`src/cps_pkg.sv`:
```
// constants, types and helper functions shared by the clock pin-strap control block
// Summary of operation
// out2 pin: low enable, mid disable, high bypass
// controller never requests bypass with cmos format
// out5 low: active, common format applies
// out5 mid: force cmos, others keep common format
// out5 high: power down, hold pins tristated
// undriven three-level pin reads as middle
// offset pin: off, stratum 3/3e, sonet minimum
// active indicators high only for active input
// divider pins set out3/out4 ratio to out2
// multiplier pins choose setting, table dependent
// bandwidth pins choose pll loop bandwidth
// cmos pairs single-ended identical, else differential
// method pin: manual, non-revertive, revertive automatic
// manual select pins choose input, deglitched
// three-level pins resolved and filtered before use
package cps_pkg;

	// resolved three-level codes
	localparam logic [1:0] TRI_LOW = 2'h0;
	localparam logic [1:0] TRI_MID = 2'h1;
	localparam logic [1:0] TRI_HIGH = 2'h2;

	// raw pin sense bits: bit 1 above upper threshold, bit 0 below lower one
	localparam int RAW_ABOVE_BIT = 1;
	localparam int RAW_BELOW_BIT = 0;

	// slot of each three-level pin in the internal code vector
	localparam int TRI_PINS = 15;
	localparam int PIN_OUT2 = 0;
	localparam int PIN_OUT5 = 1;
	localparam int PIN_OFFSET = 2;
	localparam int PIN_METHOD = 3;
	localparam int PIN_TABLE = 4;
	localparam int PIN_FMT0 = 5;
	localparam int PIN_FMT1 = 6;
	localparam int PIN_BW0 = 7;
	localparam int PIN_BW1 = 8;
	localparam int PIN_DIV0 = 9;
	localparam int PIN_DIV1 = 10;
	localparam int PIN_MUL0 = 11;

	// manual select reset value: input 1
	localparam logic [1:0] CS_RST = 2'h0;

	// deglitch window: a level must hold this long before it is believed
	localparam int CLK_MHZ = 25;
	localparam int DEGLITCH_NS = 10000;
	localparam int DEGLITCH_CYCLES = (DEGLITCH_NS * CLK_MHZ + 999) / 1000;
	localparam int CNT_W = 9;
	localparam logic [CNT_W-1:0] DEGLITCH_LAST = CNT_W'(DEGLITCH_CYCLES - 1);

	// output signal formats
	typedef enum logic [2:0] {
		FMT_RESERVED = 3'h0,
		FMT_LVPECL = 3'h1,
		FMT_LVDS = 3'h2,
		FMT_LVDS_LOW = 3'h3,
		FMT_CML = 3'h4,
		FMT_CMOS = 3'h5,
		FMT_DISABLE = 3'h6
	} cps_fmt_t;

	// active input state, gray coded along 1-2-3-4
	typedef enum logic [1:0] {
		SEL_IN1 = 2'h0,
		SEL_IN2 = 2'h1,
		SEL_IN3 = 2'h3,
		SEL_IN4 = 2'h2
	} cps_sel_t;

	// resolve the comparator pair; nothing asserted means floating, so middle
	function automatic logic [1:0] cps_tri_decode(input logic [1:0] raw);
		if (raw[RAW_ABOVE_BIT] && !raw[RAW_BELOW_BIT])
			return TRI_HIGH;
		else if (raw[RAW_BELOW_BIT] && !raw[RAW_ABOVE_BIT])
			return TRI_LOW;
		else
			return TRI_MID;
	endfunction

	// input number 0..3 to its state code
	function automatic cps_sel_t cps_idx_to_sel(input logic [1:0] idx);
		case (idx)
			2'h0: return SEL_IN1;
			2'h1: return SEL_IN2;
			2'h2: return SEL_IN3;
			default: return SEL_IN4;
		endcase
	endfunction

endpackage

```
`src/cps_deglitch.sv`:
```
// level filter: passes a value on only after it has held steady for the deglitch window
`timescale 1ns/1ns
module cps_deglitch
	import cps_pkg::*;
#(
	parameter int W = 2,
	parameter logic [W-1:0] RST_VAL = '0
)
(
	input wire logic clk,
	input wire logic rst,
	input wire logic [W-1:0] raw,
	output logic [W-1:0] stable
);

	logic [W-1:0] sample_reg; // last value seen on the pin
	logic [W-1:0] sample_next;
	logic [CNT_W-1:0] count_reg; // cycles the sample has held
	logic [CNT_W-1:0] count_next;
	logic [W-1:0] stable_reg; // believed value
	logic [W-1:0] stable_next;

	// restart the window on every change; a glitch shorter than it never shows
	always_comb
	begin
		sample_next = sample_reg;
		count_next = count_reg;
		stable_next = stable_reg;
		if (raw != sample_reg)
		begin
			sample_next = raw;
			count_next = '0;
		end
		else if (count_reg == DEGLITCH_LAST)
			stable_next = sample_reg;
		else
			count_next = count_reg + CNT_W'(1);
	end

	// registers only
	always_ff @(posedge clk)
	begin
		if (rst)
		begin
			sample_reg <= RST_VAL;
			count_reg <= '0;
			stable_reg <= RST_VAL;
		end
		else
		begin
			sample_reg <= sample_next;
			count_reg <= count_next;
			stable_reg <= stable_next;
		end
	end

	assign stable = stable_reg;

endmodule // cps_deglitch

```
`src/cps_strap_ctrl.sv`:
```
// pin-strap decode, output path control and input clock selection of the multiplier
`timescale 1ns/1ns
module cps_strap_ctrl
	import cps_pkg::*;
(
	input wire logic clk,
	input wire logic rst,
	// raw three-level pins, two comparator bits each
	input wire logic [1:0] out2_disable_bypass_sel,
	input wire logic [1:0] out5_disable_format_sel,
	input wire logic [1:0] freq_offset_qualify_sel,
	input wire logic [1:0] input_selection_method,
	input wire logic [1:0] frequency_table_sel,
	input wire logic [3:0] output_format_sel,
	input wire logic [3:0] loop_bandwidth_sel,
	input wire logic [3:0] out3_out4_divider_sel,
	input wire logic [7:0] multiplier_sel,
	// manual select pins, shared with the input 3/4 indicators
	input wire logic [1:0] clock_select_in,
	output logic [1:0] clock_select_out,
	output logic clock_select_oe,
	// input health from the monitors
	input wire logic [3:0] input_valid,
	input wire logic frequency_offset_check,
	// path control
	output logic out2_path_enable,
	output logic pll_bypass,
	output logic bypass_refused,
	output logic out5_path_enable,
	output logic out5_tristate,
	output logic [2:0] common_format,
	output logic [2:0] out5_format,
	output logic common_pair_differential,
	output logic out5_pair_differential,
	// frequency offset qualification
	output logic offset_enable,
	output logic offset_sonet_threshold,
	// settings passed to the pll
	output logic [1:0] selection_method,
	output logic [1:0] table_setting,
	output logic [3:0] bandwidth_setting,
	output logic [3:0] divider_setting,
	output logic [7:0] multiplier_setting,
	// active input indicators
	output logic input1_active_ind,
	output logic input2_active_ind
);

	logic [2*TRI_PINS-1:0] tri_raw; // all pins side by side
	logic [2*TRI_PINS-1:0] tri_code; // filtered codes
	logic [1:0] cs_code; // filtered manual select
	logic [1:0] out2_code;
	logic [1:0] out5_code;
	logic [1:0] offset_code;
	logic [1:0] method_code;
	logic [1:0] fmt_code1;
	logic [1:0] fmt_code0;
	logic [3:0] sel_valid; // validity after offset gating
	cps_fmt_t fmt_common;

	assign tri_raw = {multiplier_sel, out3_out4_divider_sel, loop_bandwidth_sel,
		output_format_sel, frequency_table_sel, input_selection_method,
		freq_offset_qualify_sel, out5_disable_format_sel, out2_disable_bypass_sel};

	// resolve then filter each three-level pin; reset to middle like the pull pair
	genvar gi;
	generate
		for (gi = 0; gi < TRI_PINS; gi++)
		begin : g_tri
			cps_deglitch #(.W(2), .RST_VAL(TRI_MID)) u_filt (
				.clk(clk),
				.rst(rst),
				.raw(cps_tri_decode(tri_raw[2*gi +: 2])),
				.stable(tri_code[2*gi +: 2])
			);
		end
	endgenerate

	// manual select pins are only believed once steady
	cps_deglitch #(.W(2), .RST_VAL(CS_RST)) u_cs_filt (
		.clk(clk),
		.rst(rst),
		.raw(clock_select_in),
		.stable(cs_code)
	);

	assign out2_code = tri_code[2*PIN_OUT2 +: 2];
	assign out5_code = tri_code[2*PIN_OUT5 +: 2];
	assign offset_code = tri_code[2*PIN_OFFSET +: 2];
	assign method_code = tri_code[2*PIN_METHOD +: 2];
	assign fmt_code0 = tri_code[2*PIN_FMT0 +: 2];
	assign fmt_code1 = tri_code[2*PIN_FMT1 +: 2];

	// common format from the pin pair, pin 1 the first letter
	always_comb
	begin
		case ({fmt_code1, fmt_code0})
			{TRI_HIGH, TRI_MID}: fmt_common = FMT_LVDS;
			{TRI_HIGH, TRI_LOW}: fmt_common = FMT_CML;
			{TRI_MID, TRI_HIGH}: fmt_common = FMT_LVPECL;
			{TRI_MID, TRI_LOW}: fmt_common = FMT_LVDS_LOW;
			{TRI_LOW, TRI_HIGH}: fmt_common = FMT_CMOS;
			{TRI_LOW, TRI_MID}: fmt_common = FMT_DISABLE;
			default: fmt_common = FMT_RESERVED; // reserved pairs drive nothing
		endcase
	end

	// path control state
	logic out2_en_reg, out2_en_next;
	logic bypass_reg, bypass_next;
	logic refused_reg, refused_next;
	logic out5_en_reg, out5_en_next;
	logic out5_tri_reg, out5_tri_next;
	logic [2:0] fmt_reg, fmt_next;
	logic [2:0] fmt5_reg, fmt5_next;
	logic diff_reg, diff_next;
	logic diff5_reg, diff5_next;
	logic offset_en_reg, offset_en_next;
	logic offset_sonet_reg, offset_sonet_next;

	// decode path pins; bypass with cmos cannot work, so it is held off and flagged
	always_comb
	begin
		out2_en_next = 1'b1;
		bypass_next = 1'b0;
		refused_next = 1'b0;
		case (out2_code)
			TRI_LOW: out2_en_next = 1'b1;
			TRI_HIGH:
			begin
				out2_en_next = 1'b1;
				bypass_next = (fmt_common != FMT_CMOS);
				refused_next = (fmt_common == FMT_CMOS);
			end
			default: out2_en_next = 1'b0;
		endcase
		fmt_next = fmt_common;
		out5_en_next = 1'b1;
		out5_tri_next = 1'b0;
		fmt5_next = fmt_common;
		case (out5_code)
			TRI_LOW: fmt5_next = fmt_common;
			TRI_HIGH:
			begin
				out5_en_next = 1'b0;
				out5_tri_next = 1'b1;
				fmt5_next = FMT_DISABLE;
			end
			default: fmt5_next = FMT_CMOS;
		endcase
		// pairs are differential except in cmos, where both legs copy one clock
		diff_next = (fmt_common != FMT_CMOS);
		diff5_next = (fmt5_next != FMT_CMOS);
		offset_en_next = (offset_code != TRI_LOW);
		offset_sonet_next = (offset_code == TRI_HIGH);
	end

	// path control registers
	always_ff @(posedge clk)
	begin
		if (rst)
		begin
			out2_en_reg <= 1'b0;
			bypass_reg <= 1'b0;
			refused_reg <= 1'b0;
			out5_en_reg <= 1'b0;
			out5_tri_reg <= 1'b1;
			fmt_reg <= FMT_RESERVED;
			fmt5_reg <= FMT_DISABLE;
			diff_reg <= 1'b1;
			diff5_reg <= 1'b1;
			offset_en_reg <= 1'b0;
			offset_sonet_reg <= 1'b0;
		end
		else
		begin
			out2_en_reg <= out2_en_next;
			bypass_reg <= bypass_next;
			refused_reg <= refused_next;
			out5_en_reg <= out5_en_next;
			out5_tri_reg <= out5_tri_next;
			fmt_reg <= fmt_next;
			fmt5_reg <= fmt5_next;
			diff_reg <= diff_next;
			diff5_reg <= diff5_next;
			offset_en_reg <= offset_en_next;
			offset_sonet_reg <= offset_sonet_next;
		end
	end

	// settings passed through to the pll, held in flops for clean outputs
	logic [1:0] method_reg, method_next;
	logic [1:0] table_reg, table_next;
	logic [3:0] bw_reg, bw_next;
	logic [3:0] div_reg, div_next;
	logic [7:0] mul_reg, mul_next;

	// tables themselves live in the pll; here only the filtered codes
	always_comb
	begin
		method_next = method_code;
		table_next = tri_code[2*PIN_TABLE +: 2];
		bw_next = tri_code[2*PIN_BW0 +: 4];
		div_next = tri_code[2*PIN_DIV0 +: 4];
		mul_next = tri_code[2*PIN_MUL0 +: 8];
	end

	// settings registers
	always_ff @(posedge clk)
	begin
		if (rst)
		begin
			method_reg <= TRI_MID;
			table_reg <= TRI_MID;
			bw_reg <= {TRI_MID, TRI_MID};
			div_reg <= {TRI_MID, TRI_MID};
			mul_reg <= {TRI_MID, TRI_MID, TRI_MID, TRI_MID};
		end
		else
		begin
			method_reg <= method_next;
			table_reg <= table_next;
			bw_reg <= bw_next;
			div_reg <= div_next;
			mul_reg <= mul_next;
		end
	end

	// input 2 drops out of automatic choice on an offset alarm when qualified
	assign sel_valid = {input_valid[3:2],
		input_valid[1] & ~(offset_en_reg & frequency_offset_check), input_valid[0]};

	// selection state
	cps_sel_t sel_reg, sel_next;
	logic [1:0] csout_reg, csout_next;
	logic csoe_reg, csoe_next;
	logic act1_reg, act1_next;
	logic act2_reg, act2_next;

	// manual follows the pins; revertive takes the lowest healthy input;
	// non-revertive keeps the current input while it stays healthy
	always_comb
	begin
		sel_next = sel_reg;
		case (method_reg)
			TRI_LOW: sel_next = cps_idx_to_sel(cs_code);
			TRI_HIGH:
			begin
				if (sel_valid[0])
					sel_next = SEL_IN1;
				else if (sel_valid[1])
					sel_next = SEL_IN2;
				else if (sel_valid[2])
					sel_next = SEL_IN3;
				else if (sel_valid[3])
					sel_next = SEL_IN4;
			end
			default:
			begin
				case (sel_reg)
					SEL_IN1: if (!sel_valid[0]) sel_next = SEL_IN2;
					SEL_IN2: if (!sel_valid[1]) sel_next = SEL_IN3;
					SEL_IN3: if (!sel_valid[2]) sel_next = SEL_IN4;
					SEL_IN4: if (!sel_valid[3]) sel_next = SEL_IN1;
					default: sel_next = SEL_IN1;
				endcase
				// steps one input per cycle; with none healthy it cycles, harmless
				// because no input can feed the pll then anyway
			end
		endcase
		act1_next = (sel_next == SEL_IN1);
		act2_next = (sel_next == SEL_IN2);
		csoe_next = (method_reg != TRI_LOW); // pins become indicators in automatic
		csout_next = {sel_next == SEL_IN4, sel_next == SEL_IN3};
	end

	// selection registers
	always_ff @(posedge clk)
	begin
		if (rst)
		begin
			sel_reg <= SEL_IN1;
			csout_reg <= 2'h0;
			csoe_reg <= 1'b0;
			act1_reg <= 1'b0;
			act2_reg <= 1'b0;
		end
		else
		begin
			sel_reg <= sel_next;
			csout_reg <= csout_next;
			csoe_reg <= csoe_next;
			act1_reg <= act1_next;
			act2_reg <= act2_next;
		end
	end

	// outputs straight from flops
	assign out2_path_enable = out2_en_reg;
	assign pll_bypass = bypass_reg;
	assign bypass_refused = refused_reg;
	assign out5_path_enable = out5_en_reg;
	assign out5_tristate = out5_tri_reg;
	assign common_format = fmt_reg;
	assign out5_format = fmt5_reg;
	assign common_pair_differential = diff_reg;
	assign out5_pair_differential = diff5_reg;
	assign offset_enable = offset_en_reg;
	assign offset_sonet_threshold = offset_sonet_reg;
	assign selection_method = method_reg;
	assign table_setting = table_reg;
	assign bandwidth_setting = bw_reg;
	assign divider_setting = div_reg;
	assign multiplier_setting = mul_reg;
	assign input1_active_ind = act1_reg;
	assign input2_active_ind = act2_reg;
	assign clock_select_out = csout_reg;
	assign clock_select_oe = csoe_reg;

endmodule // cps_strap_ctrl

```
`config.mk`:
```
export PLATFORM = sky130hd
export DESIGN_NAME = cps_strap_ctrl
export DESIGN_NICKNAME = d
export VERILOG_FILES = /design/src/cps_pkg.sv /design/src/cps_deglitch.sv /design/src/cps_strap_ctrl.sv
export SDC_FILE = /design/constraint.sdc
export NUM_CORES = 1
export LEC_CHECK = 0
export ABC_AREA = 1
export BUFFER_PORTS_ARGS = -buffer_cell sky130_fd_sc_hd__buf_2
export CAP_MARGIN = 10
export CELL_PAD_IN_SITES_DETAIL_PLACEMENT = 1
export CELL_PAD_IN_SITES_GLOBAL_PLACEMENT = 2
export CORE_UTILIZATION = 38
export CTS_CLUSTER_DIAMETER = 100
export DETAILED_ROUTE_END_ITERATION = 16
export GPL_TIMING_DRIVEN = 0
export PLACE_DENSITY = 0.86
export SYNTH_ARGS = -nofsm -noshare
export SYNTH_HDL_FRONTEND = slang
export SYNTH_SLANG_ARGS = --single-unit
```
`constraint.sdc`:
```
create_clock -name clk -period 3.1 [get_ports clk]
set_input_delay 0.465 -clock clk [delete_from_list [all_inputs] [get_ports clk]]
set_output_delay 0.465 -clock clk [all_outputs]
set_load 0.05 [all_outputs]
```
Word-level counts from Yosys, hierarchy flattened
Cells that the tools add are included.

Memories kept: 0. Flip-flop bits (word level): 250. Bits in writable memories: 0. Output and inout port bits: 40. Word-level logic and storage cells: 306. Input bits: 39. Memory bits (read-only): 0. Bits in latches: 0.

Divide/modulo/power cells: 0. Shifts and indexed selects: 0. $add $sub $neg: 16. Bitwise operators: 20. Equality and inequality tests: 53. Order comparisons: 0. Reduce and logical (&&, ||, !) cells: 102. Multiply operators: 0. Muxes and demuxes: 46.

Operators with widths (number): $add 9x1->9 const B (16); $eq 9x8->1 const B (16); $mux 2 (23); $reduce_or 2->1 (18); $ne 2x2->1 (16); $reduce_and 2->1 (16); $logic_and 1x1->1 (30); $logic_not 1->1 (30); $eq 2x2->1 const B (9); $mux 1 (18); $not 1->1 (18); $pmux 3 s6 (1); $logic_not 2->1 (6); $eq 4x3->1 const B (2); $eq 4x4->1 const B (2); $pmux 2 s4 (1); $eq 2x1->1 const B (3); $ne 3x3->1 const B (2); $pmux 2 s3 (1); $pmux 3 s2 (1); $eq 4x1->1 const B (1); $eq 4x2->1 const B (1); $pmux 2 s2 (1); $reduce_bool 2->1 (2); other kinds (2) (3).

Logic depth before layout (Yosys ltp)
Word-level depth: 7. Depth in mapped cells: 10. Mapped depth without buffers: 10.

Hierarchy
Synthesis repeated with hierarchy kept, for this count alone.

Cell total of the unflattened synthesis: 1571. Area total of the unflattened synthesis: 11865.1 µm².

By module, submodules not included: cps_deglitch at g_tri[0].u_filt ... (cells each 86, sequential area each 260.2 µm², area an instance 639.4 µm², times used 15); cps_strap_ctrl (cells each 185, sequential area each 840.8 µm², area an instance 1600.3 µm², times used 1); cps_deglitch at u_cs_filt (cells each 96, sequential area each 260.2 µm², area an instance 674.4 µm², times used 1).

Worst setup path after synthesis
Ideal clock, no wire load.

Kind: input to register. From: input port multiplier_sel[0]. To: register g_tri[11].u_filt.stable_reg[0]. Data required time: 2981 ps. Arrival time: 1365 ps. Stages: 9. Setup time: 119 ps. Buffers on the path: 0. Slack: 1617 ps. Path through: inv_1 ha_1 inv_1 nand2_1 nand2_1 nor2_1 nand2_2 o21ai_0 nand2_1.

Longest elaborated chain between the ends: 6.

RTL lines: start, declared (line cps_strap_ctrl.sv:17) `input wire logic [7:0] multiplier_sel,`; $logic_and 1x1->1 / $logic_not 1->1 (equally long branches) (line cps_pkg.sv:77, cps_pkg.sv:75); $mux 1 / $logic_and 1x1->1 (equally long branches) (line cps_pkg.sv:77, cps_pkg.sv:75); $mux 2 * (line cps_pkg.sv:75) `if (raw[RAW_ABOVE_BIT] && !raw[RAW_BELOW_BIT])`; net g_tri[11].u_filt.raw[0] (line cps_deglitch.sv:12) `input wire logic [W-1:0] raw,`; $ne 2x2->1 * (line cps_deglitch.sv:29) `if (raw != sample_reg)`; $not 1->1 (no line) *; $reduce_and 2->1 (no line) *; end signal, assigned (line cps_deglitch.sv:53) `stable_reg <= stable_next;`; end, declared (line cps_deglitch.sv:20) `logic [W-1:0] stable_reg;`.

The timed path passes the listed nets; every way through them passes the cells marked *. A chain may end at the register's enable or synchronous reset.

Worst setup path after layout
From: register method_reg[0] (netlist: selection_method[0]). To: output port selection_method[0].

RTL lines: start, declared (line cps_strap_ctrl.sv:192) `logic [1:0] method_reg, method_next;`; start signal, assigned (line cps_strap_ctrl.sv:221) `method_reg <= method_next;`; end, declared (line cps_strap_ctrl.sv:39) `output logic [1:0] selection_method,`.

No word-level cell between the ends.

==> flow_metrics.py <==
metrics = {
    "floorplan": {
        "dieArea_sq_um": 31400,
        "start_util_pct": 39.0,
        "coreArea_sq_um": 30000,
        "die_h_um": 177,
        "io_pins": 79,
        "rows": 63,
        "die_x_um": 177,
    },
    "critical_path": {
        "worstPathCellList": "buf_2",
        "endpoint_kind": "output pin",
        "setup.worst_path.start": "selection_method[0]",
        "crit_type": "flop to output pin",
        "reg2regPathDepth": 4,
        "critPathTopFamily": "flip-flops",
        "critPathBufInv": 1,
        "arrival_ns": 1.28,
        "slowest_stage": "dfxtp_1",
        "max_stage_delay_ns": 0.41,
        "rr_endpoint": "g_tri[2].u_filt.count_reg[6]",
        "rr_startpoint": "g_tri[2].u_filt.count_reg[0]",
        "crit_path_end": "selection_method[0]",
        "startpoint_type": "flop",
        "cp_data_required_time_ns": 2.63,
        "crit_fanout": 6,
        "cp.depth": 1,
        "rrSetupSlack_ns": 1.70,
    },
    "final_layout": {
        "drive_gt1_share_pct": 14.9,
        "syn_to_final_growth_pct": 15.4,
        "finalNetCount": 1806,
        "largest_register_ff_count": 135,
        "fillerInstances": 3784,
        "fin_cells": 2126,
        "antenna_cells": 0,
    },
    "timing": {
        "rsz0062_at_grt": "false",
        "setup_viol": 0,
        "max_slew_margin_pct": 43.3,
        "fin_worst_skew_ns": 0.00706,
        "setup-tns-final_ns": 0,
        "fmax_mhz": 573,
        "slew_viol_final": 0,
        "min_period_ns": 1.74,
        "period_share_pct": 56.3,
        "hold_violations": 0,
        "worstMarginPinSlew_ns": 0.850,
    },
    "clocking": {
        "cts_root_buf": "clkbuf_16",
        "cts_inserted_buffers": 29,
        "clk_latency_ns": 0.55,
        "cts_setup_buffers": 0,
        "clk_pin_slew_worst_paths_ns": 0.06,
        "h-tree-depth": 1,
        "clock_sinks": 250,
        "cts_tree": "done",
        "max-clock-path-buffers": 3,
        "cts_resized": 0,
        "postCtsHoldBufs": 0,
    },
    "logic_synthesis": {
        "synth_top_area_share_pct": 42.9,
        "yosys_warnings": 0,
        "synth_area_sq_um": 11700,
        "yosys.area.top_type": "dfxtp_1",
        "yosysUniqueCellTypes": 30,
        "synth_ff_type": "dfxtp_1",
        "synth.most_common_cell": "nand2_1",
        "syn_inst": 1609,
        "synth_async_sr_flop_share_pct": 0,
        "synth_nets": 1697,
        "synth.avg_cell_area_sq_um": 7.26,
        "synth_edf_count": 0,
        "synthTopCellsByArea": "dfxtp_1, nand2_1, inv_1",
        "ys_top_cells_by_count": "nand2_1, dfxtp_1, inv_1",
        "ys_seq_elements": 250,
        "yosysSeqAreaShare_pct": 42.9,
    },
    "routing": {
        "drc_errors": 0,
        "drt-vias-per-instance": 4.73,
        "wl_per_cell_um": 13.3,
        "routed_wirelength_mm": 28.3,
        "dr.first_iter.drc_count": 299,
        "firstDrtPassIters": 4,
        "vias": 10000,
        "ant_nets": 0,
    },
    "place": {
        "gp_congestion": 0.763,
        "place_inst": 2077,
        "hpwl_mm": 20.7,
        "io_buffers": 78,
    },
    "power_and_ir_drop": {
        "p_leak_nw": 5.90,
        "power_density_nw_per_um2": 535,
        "vdd_ir_drop_max_uv": 374,
        "power_mw": 7.20,
    },
    "status": {
        "outcome": "complete, no violations",
    },
    "global_routing": {
        "antenna_found_initial": 1,
        "grt_pass1_vias": 10200,
        "grt_overflow_total": 0,
        "grt_pass1_wl_mm": 48.3,
        "grtUsageTotal_pct": 18.7,
        "grt_max_degree": 14,
    },
    "run": {
        "cap_viol_max_count": 0,
    },
    "min_path": {
        "hold_path.class": "primary input to flop",
        "whs_path_depth": 3,
        "min_from": "clock_select_in[1]",
    },
}
## layout by cell type (no fill, tap or decap)
cell,n
ha_1,49
nand2_4,1
nand2_2,28
clkbuf_16,29
nor2_1,172
nand3b_1,38
clkinv_1,1
nand3_2,10
nand3_1,84
a31oi_1,1
nand2_1,414
or3_1,4
inv_1,245
or2_2,19
nor3b_1,10
inv_2,12
or2_0,10
nand3_4,1
xnor2_1,16
nor4_1,1
buf_4,3
clkinv_2,9
nor3b_2,4
nor3_1,16
o21ai_0,34
clkbuf_1,6
dfxtp_1,250
nor2_4,21
bufinv_16,2
nor2_2,29
clkbuf_8,5
a21oi_1,105
nand4_1,22
buf_2,85
## cell type report
cell class                      instances  area, sq um  share of cell area (%)
Multi-Input combinational cell       1089         5640                    41.9
Sequential cell                       250         5000                    37.2
Inverter                              258          968                    7.19
Clock buffer                           38          810                    6.01
Tap cell                              390          488                    3.62
Timing Repair Buffer                   78          390                    2.90
Clock inverter                         11          105                   0.780
Buffer                                 12         65.1                   0.483
## worst min-delay path by stage
stage,to,slack [ns]
finish,u_cs_filt.sample_reg[1],0.16
global route,u_cs_filt.sample_reg[1],0.16
CTS,u_cs_filt.sample_reg[1],0.14
detailed placement,table_setting[0],0.42
global placement,multiplier_setting[2],0.41
floorplan,out2_path_enable,0.39
## layer usage
layer  track usage [%]  vias up  wire length, um
met1              24.1     4697            13500
met2              32.9       93            13400
li1                  -     5220                -
met4              4.20        0              563
met3              2.55       37              827
met5                 0        -                0
## through the flow
step           worst slack [ns]  hold WS (ns)  utilization, %  area (sq um)
2_1_floorplan              1.62         0.391               -         11700
3_3_place_gp               1.25         0.410            41.9         12600
3_5_place_dp               1.23         0.416            41.9         12600
4_1_cts                    1.33         0.142            45.0         13500
5_1_grt                    1.29         0.156            45.0         13500
6_report                   1.36         0.162            45.0         13500
## power by group
| group | leakage, nW | total (mW) | internal [mW] | switching, mW |
|---|---|---|---|---|
| Clock | 0.462 | 3.33 | 1.98 | 1.35 |
| Combinational | 3.41 | 0.528 | 0.165 | 0.362 |
| Sequential | 2.03 | 3.34 | 3.28 | 0.0608 |
## logic make-up (layout without fill, tap and decap cells)
kind of cell | count (synthesis) | count (layout) | synth area share, %
AND/OR/NAND/NOR | 884 | 884 | 35.8
adder cells (fa/ha/maj) | 49 | 49 | 5.25
buffers and inverters | 270 | 397 | 8.85
XOR/XNOR | 16 | 16 | 1.20
flip-flops | 250 | 250 | 42.9
AO/OA/AOI/OAI | 140 | 140 | 6.01
## worst min-delay path: stages
cell and delay, ns:
buf_2 0.09, inv_1 0.05, nor2_1 0.07
(Power assumes the default switching activity.)
